**src/logic/mir_pkg.sv**
```systemverilog
// mir_pkg: shared constants and carriers for the interrupt request logic
// assumes: 100 MHz processor clock, APB slave with 32-bit data
package mir_pkg;

    // register byte offsets on the APB
    localparam logic [11:0] OFS_ADP_GRP   = 12'h000; // adapter group (77)
    localparam logic [11:0] OFS_CPU_GRP   = 12'h004; // processor group (7F)
    localparam logic [11:0] OFS_L1_GRP    = 12'h008; // level-one group (7E)
    localparam logic [11:0] OFS_OUT_OP    = 12'h00C; // output operation
    localparam logic [11:0] OFS_IN_OP     = 12'h010; // input operation
    localparam logic [11:0] OFS_ACT_GREG  = 12'h014; // active register copy
    localparam logic [11:0] OFS_MASK      = 12'h018; // level mask
    localparam logic [11:0] OFS_LEVEL     = 12'h01C; // level / status
    localparam logic [11:0] OFS_START_ADR = 12'h020; // start addr 1..4
    localparam logic [11:0] OFS_EXEC      = 12'h030; // opcode check
    localparam logic [11:0] OFS_DONE      = 12'h034; // instruction done

    // operation codes
    localparam logic [7:0] OP_IN_ADP   = 8'h77;
    localparam logic [7:0] OP_IN_CPU   = 8'h7F;
    localparam logic [7:0] OP_IN_L1    = 8'h7E;
    localparam logic [7:0] OP_SET_PC2  = 8'h7B;
    localparam logic [7:0] OP_SET_PC3  = 8'h7C;
    localparam logic [7:0] OP_SET_PC4  = 8'h7D;
    localparam logic [7:0] OP_MISC     = 8'h77;
    localparam logic [7:0] OP_START_LO = 8'h40;
    localparam logic [7:0] OP_START_HI = 8'h43;

    // register group base addresses per level (1..5)
    localparam logic [7:0] GRP_L1 = 8'h20;
    localparam logic [7:0] GRP_L2 = 8'h00;
    localparam logic [7:0] GRP_L3 = 8'h08;
    localparam logic [7:0] GRP_L4 = 8'h10;
    localparam logic [7:0] GRP_L5 = 8'h18;

    localparam int unsigned NUM_VALID_OPS = 53;

    // level-one group bit positions
    localparam int L1_ADP    = 0;
    localparam int L1_ACMP   = 1;
    localparam int L1_AEXC   = 2;
    localparam int L1_IOCHK5 = 3;
    localparam int L1_PROT   = 4;
    localparam int L1_INVOP  = 5;
    localparam int L1_IPL    = 6;
    localparam int L1_MSINOP = 7;
    localparam int L1_HARD   = 8;
    localparam int L1_IOPAR  = 9;
    localparam int L1_IOTO   = 10;
    localparam int L1_W      = 11;

    // processor group bit positions
    localparam int CP_PC2   = 0;
    localparam int CP_MSD2  = 1;
    localparam int CP_MSD3  = 2;
    localparam int CP_TMR3  = 3;
    localparam int CP_PC3   = 4;
    localparam int CP_PNL3  = 5;
    localparam int CP_PC4   = 6;
    localparam int CP_MSRQ4 = 7;
    localparam int CP_MSRS4 = 8;
    localparam int CP_SVC4  = 9;
    localparam int CP_W     = 10;

    // adapter group bit positions
    localparam int AD_LA2 = 0;
    localparam int AD_CA3 = 1;
    localparam int AD_W   = 2;

    // misc-control clear bit positions in the output data
    localparam int MC_CLR_PC2 = 0;
    localparam int MC_CLR_PC3 = 1;
    localparam int MC_CLR_PC4 = 2;
    localparam int MC_CLR_TMR = 3;
    localparam int MC_CLR_SVC = 4;

    // mask register: bit 0 level one adapters, 1..3 levels 2..4, 4 level 5
    localparam logic [4:0] MASK_RST = 5'h00;

    // hardware request inputs, multi-cycle or level pulses
    typedef struct packed {
        logic adp_l1;
        logic addr_cmp;
        logic addr_exc;
        logic io_chk5;
        logic prot_chk;
        logic ipl_req;
        logic ms_inop;
        logic hard_err;
        logic io_par;
        logic io_tmo;
        logic ms_diag2;
        logic ms_diag3;
        logic timer3;
        logic panel3;
        logic ms_req4;
        logic ms_rsp4;
        logic svc_exit5;
    } mir_hw_req_s;

    typedef enum logic [2:0] {
        LVL_5 = 3'b000,
        LVL_4 = 3'b001,
        LVL_3 = 3'b011,
        LVL_2 = 3'b010,
        LVL_1 = 3'b110
    } mir_level_e;

endpackage

```
**src/logic/mir_sync3.sv**
```systemverilog
// mir_sync3: three-stage synchroniser, change seen once stages 2 and 3 agree
// assumes: input comes from outside the clk_in domain
`timescale 1ns/1ps
module mir_sync3 #(
    parameter int W = 1
) (
    input  wire logic         clk_in,
    input  wire logic         rst_in,
    input  wire logic         ce_in,
    input  wire logic [W-1:0] d_in,
    output logic      [W-1:0] q_out
);
    typedef struct packed {
        logic [W-1:0] s1;
        logic [W-1:0] s2;
        logic [W-1:0] s3;
        logic [W-1:0] q;
    } mir_sync_s;

    mir_sync_s st_q;
    mir_sync_s st_d;

    always_comb begin
        st_d    = st_q;
        st_d.s1 = d_in;
        st_d.s2 = st_q.s1;
        st_d.s3 = st_q.s2;
        for (int i = 0; i < W; i++) begin
            if (st_q.s2[i] == st_q.s3[i]) begin
                st_d.q[i] = st_q.s3[i];
            end
        end
    end

    always_ff @(posedge clk_in) begin
        if (rst_in) begin
            st_q <= '0;
        end else if (ce_in) begin
            st_q <= st_d;
        end
    end

    assign q_out = st_q.q;
endmodule

```
**src/logic/mir_irq_logic.sv**
```systemverilog
// mir_irq_logic: multilevel interrupt request latches, level selection,
// request-group reads, start addresses and invalid opcode check
// assumes: APB master on clk_in; hardware sources arrive asynchronously
//
// Design decisions made here: the register addresses and the APB register port.
`timescale 1ns/1ps
module mir_irq_logic (
    input  wire logic               clk_in,
    input  wire logic               rst_in,
    input  wire logic               ce_in,
    // apb slave
    input  wire logic               psel,
    input  wire logic               penable,
    input  wire logic               pwrite,
    input  wire logic [11:0]        paddr,
    input  wire logic [31:0]        pwdata,
    output logic      [31:0]        prdata,
    output logic                    pready,
    output logic                    pslverr,
    // request sources
    input  wire mir_pkg::mir_hw_req_s hw_req_in,
    input  wire logic [1:0]         adp_req_in,
    input  wire logic               bypass_mode_in,
    // processor side
    output logic [2:0]              active_level_out,
    output logic [7:0]              greg_base_out,
    output logic [15:0]             start_addr_out,
    output logic                    take_irq_out,
    output logic                    proc_stop_out,
    output logic                    suppress_out,
    output logic [1:0]              cz_out
);
    localparam int HW_W = $bits(mir_pkg::mir_hw_req_s);

    typedef struct packed {
        logic [mir_pkg::L1_W-1:0] l1_grp;
        logic [mir_pkg::CP_W-1:0] cp_grp;
        logic [4:0]               mask;
        logic [2:0]               level;
        logic [4:0][1:0]          cz;
        logic [3:0][15:0]         start_adr;
        logic [7:0]               greg;
        logic [7:0]               opcode;
        logic                     op_valid;
        logic                     pending;
        logic                     suppress;
        logic                     stopped;
        logic                     take;
        logic [31:0]              rdata;
    } mir_irq_s;

    mir_irq_s st_q;
    mir_irq_s st_d;

    logic [HW_W-1:0]           hw_sync;
    logic [1:0]                adp_sync;
    mir_pkg::mir_hw_req_s      hw;
    logic [mir_pkg::AD_W-1:0]  ad_grp;
    logic [4:0]                lvl_req;
    logic [2:0]                win;
    logic                      wr_acc;
    logic                      rd_acc;
    logic                      known;
    logic [31:0]               rd_val;

    mir_sync3 #(.W(HW_W)) u_sync_hw (
        .clk_in (clk_in),
        .rst_in (rst_in),
        .ce_in  (ce_in),
        .d_in   (hw_req_in),
        .q_out  (hw_sync)
    );

    mir_sync3 #(.W(2)) u_sync_adp (
        .clk_in (clk_in),
        .rst_in (rst_in),
        .ce_in  (ce_in),
        .d_in   (adp_req_in),
        .q_out  (adp_sync)
    );

    assign hw     = mir_pkg::mir_hw_req_s'(hw_sync);
    // adapter requests are held by the adapters and cleared there
    assign ad_grp = adp_sync;
    assign wr_acc = psel && penable && pwrite && ce_in;
    assign rd_acc = psel && penable && !pwrite && ce_in;

    // level requests; any unmasked set bit keeps its level requested
    always_comb begin
        lvl_req    = '0;
        lvl_req[0] = (|(st_q.l1_grp & ~(mir_pkg::L1_W'(1)
                        << mir_pkg::L1_ADP)))
                     || (st_q.l1_grp[mir_pkg::L1_ADP] && !st_q.mask[0]);
        lvl_req[1] = (ad_grp[mir_pkg::AD_LA2] || st_q.cp_grp[mir_pkg::CP_PC2]
                     || st_q.cp_grp[mir_pkg::CP_MSD2]) && !st_q.mask[1];
        lvl_req[2] = (ad_grp[mir_pkg::AD_CA3] || st_q.cp_grp[mir_pkg::CP_MSD3]
                     || st_q.cp_grp[mir_pkg::CP_TMR3]
                     || st_q.cp_grp[mir_pkg::CP_PC3]
                     || st_q.cp_grp[mir_pkg::CP_PNL3]) && !st_q.mask[2];
        lvl_req[3] = (st_q.cp_grp[mir_pkg::CP_PC4]
                     || st_q.cp_grp[mir_pkg::CP_MSRQ4]
                     || st_q.cp_grp[mir_pkg::CP_MSRS4]
                     || st_q.cp_grp[mir_pkg::CP_SVC4]) && !st_q.mask[3];
        lvl_req[4] = 1'b0;
    end

    // fixed priority, level one first; 5 means base level
    always_comb begin
        win = 3'd5;
        for (int i = 3; i >= 0; i--) begin
            if (lvl_req[i]) begin
                win = 3'(i + 1);
            end
        end
    end

    // rough opcode legality: first 53 codes of the opcode space are defined
    assign known = st_q.opcode < 8'(mir_pkg::NUM_VALID_OPS);

    function automatic logic [7:0] grp_base(input logic [2:0] lv);
        logic [7:0] b;
        b = mir_pkg::GRP_L5;
        unique case (lv)
            3'd1: b = mir_pkg::GRP_L1;
            3'd2: b = mir_pkg::GRP_L2;
            3'd3: b = mir_pkg::GRP_L3;
            3'd4: b = mir_pkg::GRP_L4;
            default: b = mir_pkg::GRP_L5;
        endcase
        return b;
    endfunction

    always_comb begin
        logic [7:0] op;
        op       = pwdata[15:8];
        rd_val   = 32'h0000_0000;
        st_d     = st_q;
        st_d.take     = 1'b0;
        st_d.suppress = 1'b0;

        // hardware sets; placed after clears so a set wins
        // program clears first
        if (wr_acc && paddr == mir_pkg::OFS_OUT_OP && op == mir_pkg::OP_MISC) begin
            if (pwdata[mir_pkg::MC_CLR_PC2]) st_d.cp_grp[mir_pkg::CP_PC2] = 1'b0;
            if (pwdata[mir_pkg::MC_CLR_PC3]) st_d.cp_grp[mir_pkg::CP_PC3] = 1'b0;
            if (pwdata[mir_pkg::MC_CLR_PC4]) st_d.cp_grp[mir_pkg::CP_PC4] = 1'b0;
            if (pwdata[mir_pkg::MC_CLR_TMR]) st_d.cp_grp[mir_pkg::CP_TMR3] = 1'b0;
            if (pwdata[mir_pkg::MC_CLR_SVC]) st_d.cp_grp[mir_pkg::CP_SVC4] = 1'b0;
        end
        // write-one-to-clear of the other latches, each by its own bit
        if (wr_acc && paddr == mir_pkg::OFS_L1_GRP) begin
            st_d.l1_grp = st_d.l1_grp & ~pwdata[mir_pkg::L1_W-1:0];
        end
        if (wr_acc && paddr == mir_pkg::OFS_CPU_GRP) begin
            st_d.cp_grp = st_d.cp_grp & ~pwdata[mir_pkg::CP_W-1:0];
        end

        // software requests may come from levels one to four only
        if (wr_acc && paddr == mir_pkg::OFS_OUT_OP && st_q.level != 3'd5) begin
            if (op == mir_pkg::OP_SET_PC2) st_d.cp_grp[mir_pkg::CP_PC2] = 1'b1;
            if (op == mir_pkg::OP_SET_PC3) st_d.cp_grp[mir_pkg::CP_PC3] = 1'b1;
            if (op == mir_pkg::OP_SET_PC4) st_d.cp_grp[mir_pkg::CP_PC4] = 1'b1;
        end
        if (wr_acc && paddr == mir_pkg::OFS_OUT_OP && op >= mir_pkg::OP_START_LO
            && op <= mir_pkg::OP_START_HI) begin
            st_d.start_adr[op[1:0]] = pwdata[31:16];
        end
        if (wr_acc && paddr == mir_pkg::OFS_MASK) begin
            st_d.mask = pwdata[4:0];
        end
        // request group inputs land in the active general register copy
        if (wr_acc && paddr == mir_pkg::OFS_IN_OP) begin
            unique case (op)
                mir_pkg::OP_IN_ADP: st_d.rdata = 32'(ad_grp);
                mir_pkg::OP_IN_CPU: st_d.rdata = 32'(st_q.cp_grp);
                mir_pkg::OP_IN_L1:  st_d.rdata = 32'(st_q.l1_grp);
                default:            st_d.rdata = st_q.rdata;
            endcase
        end
        if (wr_acc && paddr == mir_pkg::OFS_EXEC) begin
            st_d.opcode   = pwdata[7:0];
            st_d.op_valid = 1'b1;
        end

        // hardware sets
        st_d.l1_grp[mir_pkg::L1_ADP]    |= hw.adp_l1;
        st_d.l1_grp[mir_pkg::L1_ACMP]   |= hw.addr_cmp;
        st_d.l1_grp[mir_pkg::L1_AEXC]   |= hw.addr_exc;
        st_d.l1_grp[mir_pkg::L1_IOCHK5] |= hw.io_chk5;
        st_d.l1_grp[mir_pkg::L1_PROT]   |= hw.prot_chk;
        st_d.l1_grp[mir_pkg::L1_IPL]    |= hw.ipl_req;
        st_d.l1_grp[mir_pkg::L1_MSINOP] |= hw.ms_inop;
        st_d.l1_grp[mir_pkg::L1_HARD]   |= hw.hard_err;
        st_d.l1_grp[mir_pkg::L1_IOPAR]  |= hw.io_par;
        st_d.l1_grp[mir_pkg::L1_IOTO]   |= hw.io_tmo;
        st_d.cp_grp[mir_pkg::CP_MSD2]   |= hw.ms_diag2;
        st_d.cp_grp[mir_pkg::CP_MSD3]   |= hw.ms_diag3;
        st_d.cp_grp[mir_pkg::CP_TMR3]   |= hw.timer3;
        st_d.cp_grp[mir_pkg::CP_PNL3]   |= hw.panel3;
        st_d.cp_grp[mir_pkg::CP_MSRQ4]  |= hw.ms_req4;
        st_d.cp_grp[mir_pkg::CP_MSRS4]  |= hw.ms_rsp4;
        st_d.cp_grp[mir_pkg::CP_SVC4]   |= hw.svc_exit5 && st_q.level == 3'd5;

        // opcode check one cycle after the opcode is presented
        if (st_q.op_valid) begin
            st_d.op_valid = 1'b0;
            if (!known) begin
                st_d.suppress = 1'b1;
                st_d.l1_grp[mir_pkg::L1_INVOP] = 1'b1;
                if (st_q.level == 3'd1) begin
                    st_d.l1_grp[mir_pkg::L1_HARD] = 1'b1;
                end
            end
        end
        // hard error halts unless bypass; reset releases the stop
        if (st_q.l1_grp[mir_pkg::L1_HARD] && !bypass_mode_in) begin
            st_d.stopped = 1'b1;
        end

        // switch only at instruction completion, never mid-instruction
        if (wr_acc && paddr == mir_pkg::OFS_DONE && !st_q.stopped) begin
            if (win != st_q.level) begin
                st_d.level = win;
                st_d.greg  = grp_base(win);
                st_d.take  = win != 3'd5;
            end
            st_d.cz[3'(st_q.level - 3'd1)] = pwdata[1:0];
        end

        // reads never touch the active register copy, so it survives them
        if (rd_acc) begin
            unique case (paddr)
                mir_pkg::OFS_ADP_GRP:  rd_val = 32'(ad_grp);
                mir_pkg::OFS_CPU_GRP:  rd_val = 32'(st_q.cp_grp);
                mir_pkg::OFS_L1_GRP:   rd_val = 32'(st_q.l1_grp);
                mir_pkg::OFS_ACT_GREG: rd_val = st_q.rdata;
                mir_pkg::OFS_MASK:     rd_val = 32'(st_q.mask);
                mir_pkg::OFS_LEVEL:    rd_val = {27'h0, st_q.stopped,
                                                 1'b0, st_q.level};
                default:               rd_val = 32'h0000_0000;
            endcase
        end
    end

    always_ff @(posedge clk_in) begin
        if (rst_in) begin
            st_q       <= '0;
            st_q.level <= 3'd5;
            st_q.greg  <= mir_pkg::GRP_L5;
            st_q.mask  <= mir_pkg::MASK_RST;
        end else if (ce_in) begin
            st_q <= st_d;
        end
    end

    assign pready           = 1'b1;
    assign pslverr          = 1'b0;
    assign prdata           = rd_acc ? rd_val : 32'h0000_0000;
    assign active_level_out = st_q.level;
    assign greg_base_out    = st_q.greg;
    assign start_addr_out   = (st_q.level == 3'd5) ? 16'h0000
                              : st_q.start_adr[2'(st_q.level - 3'd1)];
    assign take_irq_out     = st_q.take;
    assign proc_stop_out    = st_q.stopped;
    assign suppress_out     = st_q.suppress;
    assign cz_out           = st_q.cz[3'(st_q.level - 3'd1)];
endmodule

```
**config.mk**
```make
export PLATFORM = sky130hd
export DESIGN_NAME = mir_irq_logic
export DESIGN_NICKNAME = d
export VERILOG_FILES = /design/src/logic/mir_pkg.sv /design/src/logic/mir_sync3.sv /design/src/logic/mir_irq_logic.sv
export SDC_FILE = /design/constraint.sdc
export NUM_CORES = 1
export LEC_CHECK = 0
export BUFFER_PORTS_ARGS = -buffer_cell sky130_fd_sc_hd__buf_2
export CAP_MARGIN = 20
export CORE_MARGIN = 8
export CORE_UTILIZATION = 49
export DETAILED_ROUTE_END_ITERATION = 7
export HOLD_SLACK_MARGIN = 0.06
export PLACE_DENSITY = 0.77
export SLEW_MARGIN = 25
export SYNTH_ARGS = -nofsm -noshare
export SYNTH_HDL_FRONTEND = slang
export SYNTH_SLANG_ARGS = --single-unit
```
**constraint.sdc**
```tcl
create_clock -name clk_in -period 3.9 [get_ports clk_in]
set_input_delay 0.975 -clock clk_in [delete_from_list [all_inputs] [get_ports clk_in]]
set_output_delay 0.975 -clock clk_in [all_outputs]
set_load 0.01 [all_outputs]
```
* After elaboration in Yosys (flattened, before gate mapping)
Index checks and enable logic that the tools add are counted.
** Operators by class
- Add/subtract/negate cells :: 1
- Multipliers :: 0
- Divide/modulo/power cells :: 0
- Order comparisons :: 8
- Eq/ne operators :: 43
- Shift operators :: 0
- Multiplexer cells :: 47
- Bitwise operators :: 21
- Reductions and logical operators :: 73
** Operators with widths (number)
- 32-bit one-hot mux with 6 select lines :: 1
- 32-bit one-hot mux with 3 select lines :: 1
- 64-bit bitwise mux :: 1
- 2-bit AND reduction :: 25
- 12-bit by 5-bit == test with 1-bit output, second input constant :: 4
- 8-bit by 7-bit == test with 1-bit output, second input constant :: 6
- 16-bit 2-to-1 mux :: 3
- 16-bit binary-select mux with 2-bit select :: 1
- 16-bit demux with 2-bit select :: 1
- 32-bit 2-to-1 mux :: 1
- 1-bit 2-to-1 mux :: 26
- 1-bit logical AND :: 25
- 12-bit by 4-bit == test with 1-bit output, second input constant :: 2
- 12-bit by 6-bit == test with 1-bit output, second input constant :: 2
- 6-bit one-hot mux with 4 select lines :: 1
- 1-bit == test :: 19
- 1-bit bitwise OR :: 17
- 12-bit by 3-bit == test with 1-bit output, second input constant :: 1
- 12-bit zero test :: 1
- 11-bit bitwise AND :: 1
- 11-bit 2-to-1 mux :: 1
- 11-bit inverter :: 1
- 10-bit bitwise AND :: 1
- 10-bit bitwise mux :: 1
- other kinds (25) :: 50
** Word-level totals
- Register bits :: 231
- Latch bits :: 0
- Memory bits (writable) :: 0
- Memory bits (read-only) :: 0
- Bits of input ports :: 70
- Output and inout bits :: 66
- Word-level logic and storage cells :: 238
- Memories kept :: 0

* Logic depth before layout (Yosys ltp)
Gate-level depths: netlist (run 1).
- Word-level depth :: 11
- Mapped depth :: 9
- Depth with buffers taken out :: 7

* Hierarchy
From an unflattened synthesis (run 1), not the netlist that was laid out.
** Second synthesis, totals
- Cells, all modules :: 1067
- Area, all modules :: 9731.8 um2
** By module, submodules not included
- mir_irq_logic :: times used 1, cells each 743, area an instance 6550.0 um2, sequential area each 2582.5 um2
- mir_sync3 at u_sync_hw :: times used 1, cells each 290, area an instance 2817.7 um2, sequential area each 1361.3 um2
- mir_sync3 at u_sync_adp :: times used 1, cells each 34, area an instance 364.1 um2, sequential area each 160.2 um2

* Worst setup path before layout (run 1)
Ideal clock, no wire load.
- Path kind :: in2out
- Start :: in paddr[9]
- End :: out prdata[0]
- Arrival :: 2514 ps
- Data required time :: 2925 ps
- Setup slack :: 411 ps
- Stages :: 5
- Path buffers :: 0
- Cell sequence :: nor4_4 nand2_1 nor3_1 a222oi_1 a21oi_1
** On the way
- Word-level cells in the longest chain between the ends :: 3
- Elaborated cells between the ends (all ways) :: 8
- Classes of those cells :: 5 x eq/ne; 2 x mux; 1 x reduce/logical
** Ends and longest elaborated chain
- from (decl) :: line mir_irq_logic.sv:15 : input wire logic [11:0] paddr,
- 12-bit by 5-bit == test with 1-bit output, or another cell as far along :: line mir_irq_logic.sv:232 : unique case (paddr)
- 32-bit one-hot mux with 6 select lines (*) :: line mir_irq_logic.sv:232
- 32-bit 2-to-1 mux (*) :: line mir_irq_logic.sv:258 : assign prdata = rd_acc ? rd_val : 32'h0000_0000;
- to (decl) :: line mir_irq_logic.sv:17 : output logic [31:0] prdata,
Mark *: on every way between the ends. The rest lies on a longest branch, timed or not.

* Worst setup path after layout (run 1)
- Start :: in paddr[9]
- End :: out prdata[1]
Same word-level chain as after synthesis.

==> run metrics, run 1 <==
run status=finished clean; Skew-Pair Late Insertion Delay=500 ps; endpoint type of the worst setup path=output port; Detail Route Antenna Nets=0; number of search-and-repair iterations in the first detailed-routing pass=8; Max Transition Viols Final=0; asr flop ratio synth=0; critical path's top delay family=simple AND/OR/NAND/NOR gates; static power due to leakage=4.24 nW; GRT Util Overall=0.195; total via count after detailed routing=7879; most used flip-flop cell after synthesis=sky130_fd_sc_hd__dfxtp_1; global placer's final weighted congestion=around 0.92; total negative slack=0 ps; buffers added on ports=107; fraction of the mapped netlist area in simple logic gates=0.204; CTS tree=built; buffers plus inverters on the worst setup path=2; buffers from clock root to sink, at most=3; first-pass GRT wire length=38.2 mm; number of buffers added for setup after CTS=0; height of the chip=approximately 150 µm; share of cell area taken by muxes after synthesis=0.136; full die area=~24000 µm²; routed length per instance=17.0 µm; arrival time of data at the critical path endpoint=approximately 2800 ps; Max-cap violations=0; hold violation total from the final report=0; Gate Count Post-Synth=1081; total design power=roughly 4.4 mW; Hold-fix buffers, CTS=0; setup-violating endpoint count in the final report=0; Worst slew margin=0.311; clk slew on worst S/H paths=around 50 ps; quantity of gates resized following cts=0; Clk Tree Root Cell=sky130_fd_sc_hd__clkbuf_16; via count of the first global-routing pass=~7.4k; cts bufs inserted=22; remaining design rule violation count=0; xor/xnor cell area share of the yosys netlist=0.000947; setup clock skew after layout=roughly 9 ps; clock sinks=between 200 and 250; Critical Setup Path Class=in2out; number of fillers in the final layout=1634; cell at the slowest stage of the critical path=sky130_fd_sc_hd__or3_1; Fmax=between 200 and 300 MHz; Cell Count, Final, Fillers Out=1403; die width=between 150 and 200 µm; cell types occupying the most area after synthesis=sky130_fd_sc_hd__dfxtp_1 44%, sky130_fd_sc_hd__mux2i_1 9.2%, sky130_fd_sc_hd__nand2_1 7.8%; Tightest Pin Transition=about 1000 ps; vias per std cell=roughly 5.6; chain of cells forming the critical path=buf_2, nor4_4, nand2_1, or3_1, nor2_1, a222oi_1, a21oi_1, buf_2; Post-Route WL=~24 mm; number of H-tree levels=1; most frequent cells after synthesis=205 x sky130_fd_sc_hd__dfxtp_1, 193 x sky130_fd_sc_hd__nand2_1, 131 x sky130_fd_sc_hd__nor2_1; fraction of layout instances using a drive strength above 1=0.168; area added between synthesis and finish=13.7%; Placeable Area=between 15000 and 20000 µm²; worst min-delay path class=reg2reg; count of warnings emitted by yosys=0; post-synthesis compound-gate area fraction=0.145; setup repair after global routing missed its margin=false; sequential area share after synthesis=0.444; total grt overflow=0; initial standard-cell utilization of the core=0.496; total power density per cell area=approximately 420 nW/µm²; largest family of logic cells by synthesized area=simple AND/OR/NAND/NOR gates; iteration-0 DRC count of the detailed router=731; Post-Synth Adder-Cell Area=0.00270; delay of the slowest critical-path stage=370 ps; Min Clock Period, post-route=about 3800 ps; number of register bits inferred by synthesis=roughly 210; number of I/O pins=136; worst IR drop on VDD=around 0.00028 V; startpoint type of the worst setup path=input port; Netlist Area Pre-Place=a little over 9000 µm²; Critical Path Most Common Cell=sky130_fd_sc_hd__buf_2; post-synthesis cell type with the largest combined area=sky130_fd_sc_hd__dfxtp_1; largest net degree at the start of global routing=between 90 and 100; number of distinct standard cells referenced by the synthesized netlist=57; syn avg cell area=~8.6 µm²; number of enable flip-flop cells after synthesis=0; Placed Cells incl. Taps=1364; Worst Path Max Fanout=3; number of nets in the layout=approximately 1.2k; final worst-path cycle share=0.971; Crit path required time=just under 3000 ps; post-DP HPWL=between 15 and 20 mm; antenna violations before repair=6; standard-cell row count=50; most common cell in the synthesized netlist=sky130_fd_sc_hd__dfxtp_1; post-synth top area share=0.444
-- sequential cells by signal, indices dropped and copies added, names as in the netlist --
signal and count:
active_level_out 3, greg_base_out 3, proc_stop_out 1, st_q 120, suppress_out 1, take_irq_out 1
u_sync_adp.q_out 2, u_sync_adp.st_d 4, u_sync_adp.st_q 2, u_sync_hw.q_out 17, u_sync_hw.st_d 34, u_sync_hw.st_q 17
-- layer usage --
layer  up-vias  part of all wire  routed length, µm  track usage
met5         -            0.0021                 51            0
met2       325              0.46              10900        0.310
met4         8             0.027                645       0.0737
met1      3661              0.43              10200        0.247
met3        61             0.086               2040       0.0536
li1       3824                 -                  -            -
-- tightest hold or removal path, delay by kind of cell (launching register included) --
kind               cells  cell delay, ps
AOI/OAI and AO/OA      1              50
DFF                    1             300
and+or+nand+nor        1              50
-- through the flow --
stage	setup slack (ps)	instance area [µm²]	hold WS, ps	utilization
CTS	153	10500	450	0.564
floorplan	411	9350	429	-
detailed placement	165	9800	441	0.526
global placement	169	9800	435	0.526
finish	114	10500	446	0.564
global route	5.22	10500	462	0.564
-- power by group --
| part | switching [mW] | internal [mW] | total [mW] | leakage, nW |
|---|---|---|---|---|
| Sequential | 0.0149 | 2.12 | 2.13 | 1.66 |
| Combinational | 0.133 | 0.0712 | 0.204 | 2.22 |
| Clock | 0.815 | 1.26 | 2.07 | 0.358 |
-- kinds of logic (layout without fill, tap and decap cells) --
group                    Yosys count  count (layout)
other                              2              30
AO/OA/AOI/OAI                    220             220
AND/OR/NAND/NOR                  423             423
multiplexers                     105             105
adder cells (fa/ha/maj)            2               2
buffers and inverters            123             183
XOR/XNOR                           1               1
flip-flops                       205             205
-- cells in the final DEF (no fill, tap or decap), types with 4 or more instances in the layout --
master / instances
sky130_fd_sc_hd__nor2_1: 131
sky130_fd_sc_hd__or4_1: 4
sky130_fd_sc_hd__conb_1: 28
sky130_fd_sc_hd__nand3b_1: 7
sky130_fd_sc_hd__or3_1: 6
sky130_fd_sc_hd__clkinv_2: 5
sky130_fd_sc_hd__a221oi_1: 8
sky130_fd_sc_hd__nor3_1: 12
sky130_fd_sc_hd__clkbuf_1: 4
sky130_fd_sc_hd__nor2b_1: 19
sky130_fd_sc_hd__nor4_1: 5
sky130_fd_sc_hd__clkbuf_16: 23
sky130_fd_sc_hd__o21ai_0: 28
sky130_fd_sc_hd__buf_4: 20
sky130_fd_sc_hd__dfxtp_1: 205
sky130_fd_sc_hd__a211oi_1: 11
sky130_fd_sc_hd__nand2_1: 193
sky130_fd_sc_hd__inv_1: 18
sky130_fd_sc_hd__a21o_1: 20
sky130_fd_sc_hd__or2_2: 7
sky130_fd_sc_hd__buf_2: 105
sky130_fd_sc_hd__mux2_2: 4
sky130_fd_sc_hd__mux4_2: 16
sky130_fd_sc_hd__a21oi_1: 113
sky130_fd_sc_hd__mux2i_1: 85
sky130_fd_sc_hd__a22oi_1: 23
sky130_fd_sc_hd__a222oi_1: 7
sky130_fd_sc_hd__nand3_1: 11
-- area by class of cell --
class	count	area, µm²	share of cell area
flip-flops and latches	205	4100	0.390
well taps	234	293	0.0278
diodes	2	5.00	0.000476
clock buffers	30	632	0.0601
multi-input cells	779	4620	0.439
inverters	19	71.3	0.00678
clock inverters	7	85.1	0.00809
repair buffers	127	707	0.0672
-- final timing paths --
check	startpoint	to	slack [ps]	depth (start not counted)
worst min-delay path	st_q[78]	st_q[78]	450	2
worst min register to register	st_q[78]	st_q[78]	450	2
worst max-delay path	paddr[9]	prdata[1]	110	8
worst max register to register	active_level_out[0]	st_q[135]	1270	6
(Power assumes the default switching activity.)
==> run 2: changes to the inputs <==
--- a/config.mk
+++ b/config.mk
@@ -8,10 +8,10 @@
 export BUFFER_PORTS_ARGS = -buffer_cell sky130_fd_sc_hd__buf_2
 export CAP_MARGIN = 20
 export CORE_MARGIN = 8
-export CORE_UTILIZATION = 49
+export CORE_UTILIZATION = 35
 export DETAILED_ROUTE_END_ITERATION = 7
 export HOLD_SLACK_MARGIN = 0.06
-export PLACE_DENSITY = 0.77
+export PLACE_DENSITY = 0.6
 export SLEW_MARGIN = 25
 export SYNTH_ARGS = -nofsm -noshare
 export SYNTH_HDL_FRONTEND = slang
==> run metrics, run 2 (synthesis results as in run 1) <==
largest net degree at the start of global routing=96 (was 98); Min Clock Period, post-route=3840 ps (was 3790 ps); Reg-to-Reg Start=active_level_out[1] (was active_level_out[0]); vias per std cell=5.20 (was 5.62); Max-cap violations=0 (unchanged); total via count after detailed routing=7840 (was 7879); setup repair after global routing missed its margin=false (unchanged); Worst Path Max Fanout=3 (unchanged); arrival time of data at the critical path endpoint=2870 ps (was 2810 ps); number of search-and-repair iterations in the first detailed-routing pass=6 (was 8); Skew-Pair Late Insertion Delay=530 ps (was 500 ps); Worst slew margin=0.389 (was 0.311); worst IR drop on VDD=0.000324 V (was 0.000279 V); Hold-fix buffers, CTS=0 (unchanged); max FFs per register=120 (unchanged); run status=finished clean (unchanged); buffers added on ports=107 (unchanged); area added between synthesis and finish=15.4% (was 13.7%); GRT Util Overall=0.154 (was 0.195); Tightest Pin Transition=917 ps (was 1030 ps); die width=179 µm (was 153 µm); crit path to=prdata[1] (unchanged); final hold slack=449 ps (was 446 ps); endpoint type of the worst setup path=output port (unchanged); end of the worst register-to-register path=st_q[135] (unchanged); Placeable Area=26000 µm² (was 18600 µm²); Detail Route Antenna Nets=0 (unchanged); post-DP HPWL=17.6 mm (was 16.3 mm); total power density per cell area=415 nW/µm² (was 419 nW/µm²); placement-stage cell area=9950 µm² (was 9800 µm²); setup-violating endpoint count in the final report=0 (unchanged); worst setup path start=paddr[9] (unchanged); post-route standard cell area excluding fillers=10700 µm² (was 10500 µm²); cells on worst reg2reg path=6 (unchanged); worst min-delay path class=reg2reg (unchanged); number of I/O pins=136 (unchanged); remaining design rule violation count=0 (unchanged); top library cells by usage in the layout, fill and taps aside=205 x sky130_fd_sc_hd__dfxtp_1, 193 x sky130_fd_sc_hd__nand2_1, 130 x sky130_fd_sc_hd__nor2_1, 113 x sky130_fd_sc_hd__a21oi_1, 105 x sky130_fd_sc_hd__buf_2 (was 205 x sky130_fd_sc_hd__dfxtp_1, 193 x sky130_fd_sc_hd__nand2_1, 131 x sky130_fd_sc_hd__nor2_1, 113 x sky130_fd_sc_hd__a21oi_1, 105 x sky130_fd_sc_hd__buf_2); number of H-tree levels=1 (unchanged); initial standard-cell utilization of the core=0.356 (was 0.496); fin util=0.411 (was 0.564); number of nets in the layout=1230 (was 1226); startpoint type of the worst setup path=input port (unchanged); Register-to-Register Setup Slack=1250 ps (was 1270 ps); cts bufs inserted=23 (was 22); fraction of layout instances using a drive strength above 1=0.174 (was 0.168); Max Transition Viols Final=0 (unchanged); buffers from clock root to sink, at most=3 (unchanged); post-route setup slack=56.8 ps (was 114 ps); number of diodes added for antenna fixing=0 (was 2); height of the chip=179 µm (was 153 µm); CTS tree=built (unchanged); via count of the first global-routing pass=7294 (was 7354); global placer's final weighted congestion=0.932 (was 0.918); clk slew on worst S/H paths=60 ps (was 50 ps); static power due to leakage=4.26 nW (was 4.24 nW); Biggest register=st_q (unchanged); setup clock skew after layout=20.7 ps (was 9.01 ps); total grt overflow=0 (unchanged); total negative slack=0 ps (unchanged); worst-case setup slack after placement=123 ps (was 165 ps); antenna violations before repair=4 (was 6); Clk Tree Root Cell=sky130_fd_sc_hd__clkbuf_16 (unchanged); clock sinks=205 (unchanged); number of fillers in the final layout=2608 (was 1634); Fmax=260 MHz (was 264 MHz); full die area=31900 µm² (was 23500 µm²); hold violation total from the final report=0 (unchanged); iteration-0 DRC count of the detailed router=739 (was 731); routed length per instance=17.0 µm (about the same); commonest non-fill, non-tap cell in the layout=sky130_fd_sc_hd__dfxtp_1 (unchanged); Critical Setup Path Class=in2out (unchanged); first-pass GRT wire length=39.9 mm (was 38.2 mm); standard-cell row count=59 (was 50); final worst-path cycle share=0.985 (was 0.971); Crit path required time=2920 ps (about the same); Post-Route WL=25.6 mm (was 23.8 mm)
[run 2: how the worst min path moves through the flow]
stage	startpoint	to	slack (ps)	depth (start not counted)
floorplan	st_q[81]	st_q[81]	430	2
finish	st_q[114]	st_q[114]	450	2
detailed placement	st_q[87]	st_q[87]	440	2
global route	st_q[93]	st_q[93]	460	2
global placement	st_q[95]	st_q[95]	430	2
CTS	st_q[87]	st_q[87]	450	2
[run 2: timing repair]
item,4_1_cts,5_1_grt
setup endpoints to repair,0,3
gates resized for setup,0,1
hold endpoints to repair,0,0
buffers inserted,0,0
[run 2: report_power, final]
group / internal (mW) / total (mW) / switching (mW) / leakage, nW
Combinational: 0.0707 / 0.206 / 0.136 / 2.24
Sequential: 2.12 / 2.13 / 0.0152 / 1.66
Clock: 1.21 / 2.09 / 0.877 / 0.365
[run 2: area by class of cell]
cell class / count / area, µm² / share of cell area
Sequential cell: 205 / 4100 / 0.384
Timing Repair Buffer: 130 / 729 / 0.0683
Multi-Input combinational cell: 779 / 4620 / 0.433
Clock buffer: 29 / 628 / 0.0588
Clock inverter: 11 / 101 / 0.00949
Tap cell: 335 / 419 / 0.0393
Inverter: 19 / 71.3 / 0.00668
[run 2: layer usage]
layer | global-route usage | wire (µm)
met4 | 0.0465 | 631
met5 | 0 | 52
met3 | 0.0298 | 1800
met1 | 0.208 | 11800
met2 | 0.245 | 11300
[run 2: critical path, cell delays in order]
cell,delay (ps)
sky130_fd_sc_hd__buf_2,110
sky130_fd_sc_hd__nor4_4,380
sky130_fd_sc_hd__nand2_1,140
sky130_fd_sc_hd__or3_1,380
sky130_fd_sc_hd__nor2_1,260
sky130_fd_sc_hd__a222oi_1,120
sky130_fd_sc_hd__a21oi_1,300
sky130_fd_sc_hd__buf_2,210
[run 2: metrics by stage]
stage                     total power, mW  std cells
after floorplan                      2.32       1107
after global placement               2.38       1468
after detailed placement             2.38       1468
after CTS                            4.48       1508
after global routing                 4.59       1508
final                                4.43       1508
